--- src/hw/ips_map.vh ---
// Purpose: Register map, field positions and reset values of the
//          interrupt priority stack.
// Assumes: Word addresses on the Y address bus, 16-bit Y data bus.
// Notes:   Register addresses are local choices inside the block window.
`ifndef IPS_MAP_VH
`define IPS_MAP_VH

`define IPS_ADDR_W 16
`define IPS_BASE 16'h0020
`define IPS_OFF_VECTOR0 16'h0000
`define IPS_OFF_MASK 16'h0008
`define IPS_OFF_PRIO 16'h0009
`define IPS_OFF_CTRL 16'h000A
`define IPS_OFF_DEPTH 16'h000B
`define IPS_OFF_PEND 16'h000C

`define IPS_PRIO_RST 16'h0000
`define IPS_CTRL_RST 16'h000B
`define IPS_MASK_RST 16'h5555
`define IPS_LVL_NONE 3'h7
`define IPS_LVL_TOP 3'h3
`define IPS_SLOT_EMPTY 3'h0
`define IPS_CTRL_EMPTY_BIT 3
`define IPS_CTRL_SLOT1_LSB 4
`define IPS_DEPTH_MAX 3'h4

`endif

--- src/hw/ips_sync.v ---
// Purpose: Two-flop synchroniser for a bus of pin inputs.
// Assumes: Inputs are asynchronous to clock.
// Notes:   First stage is read only by the second stage.
`timescale 1ns/1ps
module ips_sync #(
   parameter W = 8
) (
   // Clock and reset
   input wire clock,
   input wire rst_n,
   // Data
   input wire [W-1:0] d,
   output reg [W-1:0] q
);
   reg [W-1:0] meta_r;
   always @(posedge clock or negedge rst_n) begin
      if (!rst_n) begin
         meta_r <= {W{1'b1}};
         q <= {W{1'b1}};
      end else begin
         meta_r <= d;
         q <= meta_r;
      end
   end
endmodule

--- src/hw/ips_arbiter.v ---
// Purpose: Picks the highest-priority requesting source above a level.
// Assumes: Levels coded 111 for -1, 000..011 for 0..3.
// Notes:   Pure combinational; ties go to the lowest index.
`timescale 1ns/1ps
`include "ips_map.vh"
module ips_arbiter #(
   parameter N = 8
) (
   // Requests
   input wire [N-1:0] req,
   input wire [2*N-1:0] prio,
   input wire [2:0] level,
   // Result
   output reg win_valid,
   output reg [2:0] win_idx,
   output reg [1:0] win_prio
);
   integer i;
   // Level -1 accepts everything, so it compares as lowest
   function above;
      input [1:0] p;
      input [2:0] lvl;
      begin
         above = (lvl == `IPS_LVL_NONE) ? 1'b1 : ({1'b0, p} > lvl);
      end
   endfunction
   always @* begin
      win_valid = 1'b0;
      win_idx = 3'h0;
      win_prio = 2'h0;
      // Scan downward so a lower index wins an equal priority
      for (i = N - 1; i >= 0; i = i - 1) begin
         if (req[i] && above(prio[2*i +: 2], level) &&
             (!win_valid || prio[2*i +: 2] >= win_prio)) begin
            win_valid = 1'b1;
            win_idx = i[2:0];
            win_prio = prio[2*i +: 2];
         end
      end
   end
endmodule

--- src/hw/ips_top.v ---
// Functional notes
// Every one of eight sources has a two-bit priority, 3 highest.
// Equal priorities requesting together: smallest index served first.
// Priority register packs source i in bits 2i+1..2i, resets zero.
// Current level is three bits: 111 means -1, 000..011 are 0..3.
// Request accepted only if its priority exceeds current level.
// Acceptance pushes old level into slot one and raises level.
// Four stacked slots; unused slots read 000.
// Routine end pops the stack back into the current level.
// Writing stacked slots alters the display, not the nesting.
// Control register layout slots 4..1, empty flag, level; reset 000B.
// Empty flag reads 1 with nothing stacked, 0 otherwise.
// After reset level 3 blocks all sources until software lowers it.
// Reserved bits read zero and ignore writes.
// Depth register counts stacked levels; writes only alter display.
// Pending flags bits 7..0, set on record, cleared on ack fall.
// Software clearing a pending flag cancels that request.
// Software setting a pending flag raises a request.
// Software disables pending in core control, then clears all flags.
// A set mask bit clears its pending flag; pending resets zero.
// Serviced source vector driven on Y data after ack fall.
// Core signals routine end on a dedicated input, popping.
// Sensitivity 0 low level, 1 falling edge; masked inputs ignored.
// Request output high while a pending source beats the level.
//
// Purpose: Priority, pending and level-stack section of an eight-source
//          interrupt controller on the core Y data bus.
// Assumes: Core strobes and ack are on clock; request lines are pins.
// Notes:   Y data is split into in, out and output enable.
`timescale 1ns/1ps
`include "ips_map.vh"
module ips_top #(
   parameter N = 8,
   parameter VEC_W = 16
) (
   // Clock and reset
   input wire clock,
   input wire rst_n,
   // External request lines, active low
   input wire [N-1:0] irq_input_line_n,
   // Core side
   output wire core_irq_output,
   input wire core_ack_input_n,
   input wire routine_done_input,
   // Y bus
   input wire [`IPS_ADDR_W-1:0] y_addr,
   input wire y_rd,
   input wire y_wr,
   input wire [15:0] y_data_in,
   output reg [15:0] y_data_out,
   output reg y_data_oe
);
   ////////////////////////////////////////////////////////////////////
   reg [VEC_W-1:0] vector_r [0:N-1];
   reg [15:0] mask_r;
   reg [2*N-1:0] source_priority_assign_r;
   reg [15:0] shown_ctrl_r;
   reg [2:0] shown_depth_r;
   reg [N-1:0] pending_request_status_r;
   reg [2:0] current_level_field_r;
   reg [11:0] stack_r;
   reg [2:0] depth_r;
   reg [N-1:0] line_prev_r;
   reg ack_prev_r;
   reg [2:0] serv_idx_r;
   reg [1:0] serv_prio_r;
   reg serv_valid_r;
   wire [N-1:0] line_s;
   wire [N-1:0] source_mask_bit;
   wire [N-1:0] source_sensitivity_bit;
   wire win_valid;
   wire [2:0] win_idx;
   wire [1:0] win_prio;
   wire ack_fall;
   wire do_push;
   wire do_pop;
   reg [N-1:0] detect;
   reg [N-1:0] pend_nxt;
   reg [15:0] ctrl_view;
   integer k;

   // Register select, shared by read and write decode
   function hit;
      input [`IPS_ADDR_W-1:0] a;
      input [`IPS_ADDR_W-1:0] off;
      begin
         hit = (a == (`IPS_BASE + off));
      end
   endfunction

   ////////////////////////////////////////////////////////////////////
   // Pin synchronisers; idle high since lines are active low
   ips_sync #(.W(N)) u_sync (
      .clock(clock),
      .rst_n(rst_n),
      .d(irq_input_line_n),
      .q(line_s)
   );

   genvar g;
   generate
      for (g = 0; g < N; g = g + 1) begin : g_bits
         assign source_mask_bit[g] = mask_r[2*g];
         assign source_sensitivity_bit[g] = mask_r[2*g+1];
      end
   endgenerate

   // Low level or falling edge, masked sources ignored
   always @* begin
      for (k = 0; k < N; k = k + 1) begin
         if (source_mask_bit[k])
            detect[k] = 1'b0;
         else if (source_sensitivity_bit[k])
            detect[k] = line_prev_r[k] && !line_s[k];
         else
            detect[k] = !line_s[k];
      end
   end

   ////////////////////////////////////////////////////////////////////
   // Arbitration over pending flags against the live level
   ips_arbiter #(.N(N)) u_arb (
      .req(pending_request_status_r & ~source_mask_bit),
      .prio(source_priority_assign_r),
      .level(current_level_field_r),
      .win_valid(win_valid),
      .win_idx(win_idx),
      .win_prio(win_prio)
   );

   assign core_irq_output = win_valid;

   assign ack_fall = ack_prev_r && !core_ack_input_n;
   // Push on acknowledge of the source chosen while ack was high
   assign do_push = ack_fall && serv_valid_r &&
                    pending_request_status_r[serv_idx_r];
   // Pop only when something is stacked; push wins a clash
   assign do_pop = routine_done_input && !do_push &&
                   (depth_r != 3'h0);

   ////////////////////////////////////////////////////////////////////
   // Pending flags: hardware set wins over any clear
   always @* begin
      pend_nxt = pending_request_status_r;
      if (y_wr && hit(y_addr, `IPS_OFF_PEND))
         pend_nxt = y_data_in[N-1:0];
      if (do_push)
         pend_nxt[serv_idx_r] = 1'b0;
      pend_nxt = pend_nxt | detect;
      pend_nxt = pend_nxt & ~source_mask_bit;
   end

   ////////////////////////////////////////////////////////////////////
   // Internal nesting stack; software can write only the current level
   always @(posedge clock or negedge rst_n) begin
      if (!rst_n) begin
         current_level_field_r <= `IPS_LVL_TOP;
         stack_r <= 12'h000;
         depth_r <= 3'h0;
      end else if (do_push) begin
         stack_r <= {stack_r[8:0], current_level_field_r};
         current_level_field_r <= {1'b0, serv_prio_r};
         if (depth_r != `IPS_DEPTH_MAX)
            depth_r <= depth_r + 3'h1;
      end else if (do_pop) begin
         current_level_field_r <= stack_r[2:0];
         stack_r <= {`IPS_SLOT_EMPTY, stack_r[11:3]};
         depth_r <= depth_r - 3'h1;
      end else if (y_wr && hit(y_addr, `IPS_OFF_CTRL) &&
                   (y_data_in[2:0] <= `IPS_LVL_TOP ||
                    y_data_in[2:0] == `IPS_LVL_NONE)) begin
         // Software may lower the level; reserved codes are dropped
         current_level_field_r <= y_data_in[2:0];
      end
   end

   // Displayed slots and depth: follow the stack, or software overlays
   always @(posedge clock or negedge rst_n) begin
      if (!rst_n) begin
         shown_ctrl_r <= 16'h0000;
         shown_depth_r <= 3'h0;
      end else if (do_push || do_pop) begin
         shown_ctrl_r <= 16'h0000;
         shown_depth_r <= 3'h0;
      end else if (y_wr && hit(y_addr, `IPS_OFF_CTRL)) begin
         shown_ctrl_r <= {y_data_in[15:4], 4'h0} | 16'h0001;
      end else if (y_wr && hit(y_addr, `IPS_OFF_DEPTH)) begin
         shown_depth_r <= y_data_in[2:0] | 3'h0;
         shown_ctrl_r[0] <= 1'b1;
         shown_ctrl_r[1] <= 1'b1;
      end
   end

   // Overlay bit 0 marks a software-written slot view
   always @* begin
      ctrl_view = 16'h0000;
      ctrl_view[15:`IPS_CTRL_SLOT1_LSB] = shown_ctrl_r[0] ?
         shown_ctrl_r[15:4] : stack_r;
      ctrl_view[`IPS_CTRL_EMPTY_BIT] = (depth_r == 3'h0);
      ctrl_view[2:0] = current_level_field_r;
   end

   ////////////////////////////////////////////////////////////////////
   // Software registers, ack tracking, vector table writes
   always @(posedge clock or negedge rst_n) begin
      if (!rst_n) begin
         mask_r <= `IPS_MASK_RST;
         source_priority_assign_r <= `IPS_PRIO_RST;
         pending_request_status_r <= {N{1'b0}};
         line_prev_r <= {N{1'b1}};
         ack_prev_r <= 1'b1;
         serv_idx_r <= 3'h0;
         serv_prio_r <= 2'h0;
         serv_valid_r <= 1'b0;
         for (k = 0; k < N; k = k + 1)
            vector_r[k] <= {VEC_W{1'b0}};
      end else begin
         line_prev_r <= line_s;
         ack_prev_r <= core_ack_input_n;
         pending_request_status_r <= pend_nxt;
         if (core_ack_input_n) begin
            serv_idx_r <= win_idx;
            serv_prio_r <= win_prio;
            serv_valid_r <= win_valid;
         end
         if (y_wr && hit(y_addr, `IPS_OFF_MASK))
            mask_r <= y_data_in;
         if (y_wr && hit(y_addr, `IPS_OFF_PRIO))
            source_priority_assign_r <= y_data_in[2*N-1:0];
         for (k = 0; k < N; k = k + 1)
            if (y_wr && hit(y_addr, `IPS_OFF_VECTOR0 + k[15:0]))
               vector_r[k] <= y_data_in;
      end
   end

   // Read data and vector answer, registered
   always @(posedge clock or negedge rst_n) begin
      if (!rst_n) begin
         y_data_out <= 16'h0000;
         y_data_oe <= 1'b0;
      end else if (do_push) begin
         y_data_out <= vector_r[serv_idx_r];
         y_data_oe <= 1'b1;
      end else if (y_rd) begin
         y_data_oe <= 1'b1;
         if (hit(y_addr, `IPS_OFF_PRIO))
            y_data_out <= source_priority_assign_r;
         else if (hit(y_addr, `IPS_OFF_CTRL))
            y_data_out <= ctrl_view;
         else if (hit(y_addr, `IPS_OFF_DEPTH))
            y_data_out <= {13'h0000, shown_depth_r | depth_r};
         else if (hit(y_addr, `IPS_OFF_PEND))
            y_data_out <= {8'h00, pending_request_status_r};
         else if (hit(y_addr, `IPS_OFF_MASK))
            y_data_out <= mask_r;
         else if (y_addr >= `IPS_BASE &&
                  y_addr < `IPS_BASE + `IPS_OFF_MASK)
            y_data_out <= vector_r[y_addr[2:0]];
         else
            y_data_out <= 16'h0000;
      end else begin
         y_data_oe <= 1'b0;
      end
   end
endmodule

--- config.mk ---
export PLATFORM = sky130hd
export DESIGN_NAME = ips_top
export DESIGN_NICKNAME = d
export VERILOG_FILES = /design/src/hw/ips_sync.v /design/src/hw/ips_arbiter.v /design/src/hw/ips_top.v
export VERILOG_INCLUDE_DIRS = /design/src /design/src/hw
export SDC_FILE = /design/constraint.sdc
export NUM_CORES = 1
export LEC_CHECK = 0
export BUFFER_PORTS_ARGS = -buffer_cell sky130_fd_sc_hd__buf_2
export CAP_MARGIN = 15
export CORE_MARGIN = 3
export CORE_UTILIZATION = 65
export CTS_BUF_LIST = sky130_fd_sc_hd__clkbuf_4
export DETAILED_ROUTE_END_ITERATION = 7
export GPL_ROUTABILITY_DRIVEN = 0
export MAX_ROUTING_LAYER = met4
export PLACE_DENSITY = 0.85
export SLEW_MARGIN = 40
export SYNTH_ARGS = -nofsm -noshare
export SYNTH_HDL_FRONTEND = slang
export SYNTH_SLANG_ARGS = --single-unit
--- constraint.sdc ---
create_clock -name clock -period 17.1 [get_ports clock]
set_input_delay 0 -clock clock [delete_from_list [all_inputs] [get_ports clock]]
set_output_delay 0 -clock clock [all_outputs]
set_load 0.01 [all_outputs]
Word level (Yosys, flattened, before mapping)
Index checks and enable logic that the tools add are counted.
{"block": "word_totals", "memories": 0, "latch_bits": 0, "rom_bits": 0, "regBits": 252, "elab_cells": 243, "ramBits": 0}
{"block": "classes", "n_reduce_logical": 80, "n_bitwise": 9, "magnitude_cmp": 22, "shift": 0, "mux": 86, "addsub": 2, "mul": 0, "n_div": 0, "eq_ne": 18}
{"cell": "$eq 16x6->1 const B", "count": 13}
{"cell": "$mux 16", "count": 13}
{"cell": "$bmux 16 s3", "count": 2}
{"cell": "$mux 3", "count": 17}
{"cell": "$logic_and 1x1->1", "count": 44}
{"cell": "$mux 1", "count": 36}
{"cell": "$mux 12", "count": 3}
{"cell": "$and 8x8->8", "count": 3}
{"cell": "$gt 2x3->1", "count": 8}
{"cell": "$mux 2", "count": 10}
{"cell": "$logic_not 1->1", "count": 17}
{"cell": "$ge 16x6->1 const B", "count": 1}
{"cell": "$lt 16x6->1 const B", "count": 1}
{"cell": "$mux 8", "count": 2}
{"cell": "$not 8->8", "count": 2}
{"cell": "$ge 2x2->1", "count": 7}
{"cell": "$mux 14", "count": 1}
{"cell": "$logic_or 1x1->1", "count": 9}
{"cell": "$reduce_bool 3->1", "count": 3}
{"cell": "$ge 4x4->1 const B", "count": 2}
{"cell": "$not 3->4", "count": 2}
{"cell": "$or 8x8->8", "count": 1}
{"cell": "$reduce_bool 2->1", "count": 4}
{"cell": "$eq 3x3->1 const B", "count": 2}
{"cell": "other kinds (12)", "count": 14}

Logic depth before layout (Yosys ltp)
{"block": "logic_depth", "word_depth": 32, "depth_mapped": 52, "mapped_depth_nobuf": 52}

Hierarchy
From an unflattened synthesis, not the netlist that was laid out.
{"block": "unflattened", "hier_cells": 1162, "area_unflattened_um2": 13995.9}
{"mod": "ips_top", "n_inst": 1, "area_each_um2": 12316.8, "cells_each": 981, "seq_area_each_um2": 5879.4}
{"mod": "ips_arbiter", "n_inst": 1, "area_each_um2": 1258.7, "cells_each": 165, "seq_area_each_um2": 0.0}
{"mod": "ips_sync", "n_inst": 1, "area_each_um2": 420.4, "cells_each": 16, "seq_area_each_um2": 420.4}

Worst setup path after synthesis
OpenSTA, ideal clock, no wires.
{"block": "synth_timing", "kind": "register to register", "startpoint": "reg current_level_field_r[1]", "endpoint": "reg serv_idx_r[1]", "t_required_ns": 17.033, "path_buffers": 0, "setup_ns": 0.067, "path_stages_with_launch": 52, "setup_slack_ns": 7.904, "t_arrival_ns": 9.130, "cell_sequence": "dfstp_2 -> inv_1 -> ha_1 -> nor2b_1 -> o21a_1 -> o21ai_0 -> nor2_1 -> ha_1 -> nand2b_1 -> a21oi_1 -> a21o_1 -> mux2_2 -> ha_1 -> a21o_1 -> a21oi_1 -> or3_4 -> a31oi_4 -> ha_1 -> [16 not listed] -> nor2b_1 -> a21o_1 -> a211o_1 -> nand2_1 -> ha_1 -> nand2b_1 -> a21oi_1 -> nor2_1 -> a21oi_1 -> nor2_1 -> a31oi_2 -> ha_1 -> nand2b_1 -> a21oi_1 -> a21o_1 -> nand2_1 -> a31oi_1 -> mux2_2"}
{"block": "synth_via", "elab_chain_len": 32}
{"element": "start: declaration", "line_no": "ips_top.v:60", "text": "reg [2:0] current_level_field_r;"}
{"element": "start signal: assignment", "line_no": "ips_top.v:157", "text": "current_level_field_r <= `IPS_LVL_TOP;"}
{"element": "start signal: assignment", "line_no": "ips_top.v:162", "text": "current_level_field_r <= {1'b0, serv_prio_r};"}
{"element": "start signal: assignment", "line_no": "ips_top.v:166", "text": "current_level_field_r <= stack_r[2:0];"}
{"element": "$gt 2x3->1 or $eq 3x3->1 (tied branches)"}
{"element": "$mux 1", "line_no": "ips_arbiter.v:24", "text": "above = (lvl == `IPS_LVL_NONE) ? 1'b1 : ({1'b0, p} > lvl);"}
{"element": "$logic_and 1x1->1", "line_no": "ips_arbiter.v:33", "text": "if (req[i] && above(prio[2*i +: 2], level) &&"}
{"element": "$mux 2 or $mux 1 (tied branches)", "line_no": "ips_arbiter.v:33"}
{"element": "$ge 2x2->1 or $logic_not 1->1 (tied branches)", "line_no": "ips_arbiter.v:34", "text": "(!win_valid || prio[2*i +: 2] >= win_prio)) begin"}
{"element": "$logic_or 1x1->1", "line_no": "ips_arbiter.v:34"}
{"element": "$logic_and 1x1->1", "line_no": "ips_arbiter.v:33"}
{"element": "$mux 2 or $mux 1 (tied branches)", "line_no": "ips_arbiter.v:33"}
{"element": "[16 not listed]"}
{"element": "$ge 2x2->1 or $logic_not 1->1 (tied branches)", "line_no": "ips_arbiter.v:34"}
{"element": "$logic_or 1x1->1", "line_no": "ips_arbiter.v:34"}
{"element": "$logic_and 1x1->1", "line_no": "ips_arbiter.v:33"}
{"element": "$mux 2 or $mux 1 (tied branches)", "line_no": "ips_arbiter.v:33"}
{"element": "$ge 2x2->1 or $logic_not 1->1 (tied branches)", "line_no": "ips_arbiter.v:34"}
{"element": "$logic_or 1x1->1", "line_no": "ips_arbiter.v:34"}
{"element": "$logic_and 1x1->1", "line_no": "ips_arbiter.v:33"}
{"element": "$mux 3 (*)", "line_no": "ips_arbiter.v:33"}
{"element": "end signal: assignment", "line_no": "ips_top.v:222", "text": "serv_idx_r <= win_idx;"}
{"element": "end: declaration", "line_no": "ips_top.v:65", "text": "reg [2:0] serv_idx_r;"}
Every way passes the cells marked *; elsewhere a longest branch is shown, timed or not.
A chain may end at the register's enable or synchronous reset.

Worst setup path in the final report
Ends and elaborated chain as after synthesis.

==> run metrics <==
status=finished, final reports clean; Post-synth EDFFs=0; # H-tree levels=3; min Tclk post-route=10.41 ns; global-route wire length before repair=57,100 um; HP Class=in2reg; Sum Neg Setup Slack=0 ns; Crit path required time=17.70 ns; Post-DP HPWL=22,300 um; clk buf depth=3; NumNets Final=1,277; die height=149 um; hold bufs inserted after CTS=40; crit-path max cell delay=0.59 ns; core area=19,800 um^2; Leak=0.00694 uW; Syn Nets=1,168; Slew Viols, Final=0; WL final=36,200 um; worst vdd ir=0.0690 mV; WHS Endpoint=ack_prev_r$_DFF_PN1_; DRC Markers=0; Power Dens Cells=110 nW/um^2; CP max-delay cell=dfstp_2; number of routed nets with antenna violations=0; R2R setup slack=6.69 ns; clk slew on worst S/H paths=0.07 ns; fin cells=1,511; min-delay src=core_ack_input_n; layout cell share with drive strength beyond 1=0.381; Sink Count=250; worst-margin pin slew=0.892 ns; port bufs=63; First DRT Iteration DRCs=1,042; WL/cell=23.9 um; largest net degree at the start of global routing=90; Synth Register Bits=250; number of synthesis warnings=0; leading cell types in the layout, fill and taps excluded=dfrtp_1 (214), mux2_2 (172), clkbuf_4 (102); Highest Clock Rate=96.1 MHz; R2R cell count=50; unrepaired setup endpoints after global routing=false; CP arrival=11.01 ns; Clock Latency Late Sink=0.71 ns; Synth-to-Final Area Change=13.0%; Post-Syn Instances=1,091; final hold violations=0; Distinct cells, synth=61; CP most frequent cell=a21oi_1; Initial Util=0.674; IO Count=64; initial antenna violation count=2; Setup-failing EPs final=0; FF-to-FF Start=current_level_field_r[1]$_DFFE_PN1P_; Synth async-reset ratio=1.00; vias in the first global route=10,600; worst reg2reg endpoint=serv_idx_r[1]$_DFFE_PN0P_; Post-CTS Resized=0; CTS buffer count=66; GR Overflow Total=0; Synth Flop Type=dfrtp_1; worst rel slew slack=0.404; CTS tree=done; Max-cap violations=0; commonest non-fill, non-tap cell in the layout=dfrtp_1; placed inst area=13,900 um^2; Critical Path Start Type=flip-flop; Seq/Total Area, Yosys=0.471; Die W=149 um; Filler Cells Inserted=1,192; Setup Buffers After CTS=0; FP Rows=51; fin crit share=0.609; Total Routing Usage GR=0.341; Crit Path Category=reg2reg; Via Count=10,100; hold path depth=2; placed insts=1,357; Synth Area per Inst=12.3 um^2; Via density=6.71; router iterations before antenna repair=6; Mapped Area=13,400 um^2; Root Driver=clkbuf_4; design area=15,100 um^2; clock skew=0.0552 ns; die footprint=22,300 um^2; CP Max Fanout=9; Worst Setup End Kind=flip-flop; total power=1670 uW
## synth_stat cells, drive strengths merged (3+ instances only)
cell	number	share of area
o21ai	47	0.018
nor3	7	0.0026
a211o	4	0.0026
dfstp	35	0.069
and3	4	0.0019
nor4	3	0.0014
mux2i	54	0.040
nand3	19	0.0080
nor2	46	0.013
nand2	83	0.023
a21o	9	0.0050
dfrtp	215	0.40
nor2b	16	0.0075
o22ai	3	0.0014
mux2	174	0.15
a211oi	3	0.0017
buf	23	0.0082
a21oi	62	0.023
ha	30	0.028
o32ai	4	0.0026
o21a	5	0.0028
o2111ai	8	0.0052
a22oi	13	0.0073
clkbuf	54	0.015
o211ai	18	0.010
a31oi	10	0.0063
nand4	3	0.0014
inv	33	0.0093
nand2b	12	0.0056
mux4	66	0.11
nand3b	3	0.0017
## stage by stage
stage	setup WS [ns]	hold slack, ns	utilization
after floorplan	7.90	-0.296	-
after global placement	7.29	0.105	0.698
after detailed placement	6.89	0.106	0.699
after CTS	6.82	0.0756	0.762
after global routing	5.83	0.0953	0.762
final	6.69	0.0952	0.762
## worst max-delay path: cells and delay by family (launching register included)
kind | cells | cell delay (ns)
compound gates | 24 | 5.01
flops | 1 | 0.59
simple gates | 14 | 1.87
mux | 2 | 0.52
fa+ha+maj | 8 | 2.15
buf+inv | 2 | 0.25
## how the worst max path moves through the flow
stage	start	to	slack, ns	cells after the start
finish	current_level_field_r[1]$_DFFE_PN1P_	serv_idx_r[1]$_DFFE_PN0P_	6.69	50
detailed placement	current_level_field_r[1]$_DFFE_PN1P_	serv_idx_r[1]$_DFFE_PN0P_	6.89	50
global route	current_level_field_r[1]$_DFFE_PN1P_	serv_idx_r[1]$_DFFE_PN0P_	5.83	50
floorplan	current_level_field_r[1]$_DFFE_PN1P_	serv_idx_r[1]$_DFFE_PN0P_	7.90	51
global placement	current_level_field_r[1]$_DFFE_PN1P_	serv_idx_r[1]$_DFFE_PN0P_	7.29	50
CTS	current_level_field_r[1]$_DFFE_PN1P_	serv_idx_r[1]$_DFFE_PN0P_	6.82	50
## cell type report
class	count	area (um^2)	share of cell area
multi-input cells	731	6670	0.441
flip-flops and latches	250	6300	0.417
diodes	2	5.00	0.000331
inverters	33	124	0.00819
clock buffers	102	766	0.0506
clock inverters	10	71.3	0.00472
well taps	265	332	0.0219
repair buffers	118	857	0.0567
## layer usage
layer,vias up,track usage,share of wire
met4,0,0.181,0.053
met3,190,0.0712,0.080
met1,5031,0.432,0.38
met2,608,0.524,0.48
met5,-,-,0
li1,4314,-,-
## flip-flops by register name, indices dropped and copies added (netlist names), 3 cells and up
| register | count |
|---|---|
| stack_r | 12 |
| vector_r | 128 |
| shown_depth_r | 3 |
| depth_r | 3 |
| shown_ctrl_r | 13 |
| pending_request_status_r | 8 |
| y_data_out | 16 |
| source_priority_assign_r | 16 |
| u_sync.q | 8 |
| serv_idx_r | 3 |
| line_prev_r | 8 |
| mask_r | 16 |
| current_level_field_r | 3 |
| u_sync.meta_r | 8 |
## power by group
group | total [uW] | internal, uW | switching [uW]
Clock | 536 | 285 | 251
Sequential | 656 | 623 | 33.1
Combinational | 473 | 194 | 279
Total | 1670 | 1100 | 563
## logic make-up (layout without fill, tap and decap cells)
| logic type | count (synthesis) | in the layout | synth area share |
|---|---|---|---|
| flops | 250 | 250 | 0.471 |
| compound gates | 199 | 199 | 0.0946 |
| fa+ha+maj | 31 | 31 | 0.0295 |
| other cells | 0 | 2 | 0 |
| simple gates | 205 | 205 | 0.0734 |
| xor+xnor | 2 | 2 | 0.00131 |
| buf+inv | 110 | 263 | 0.0326 |
| mux | 294 | 294 | 0.298 |
(Power assumes the default switching activity.)
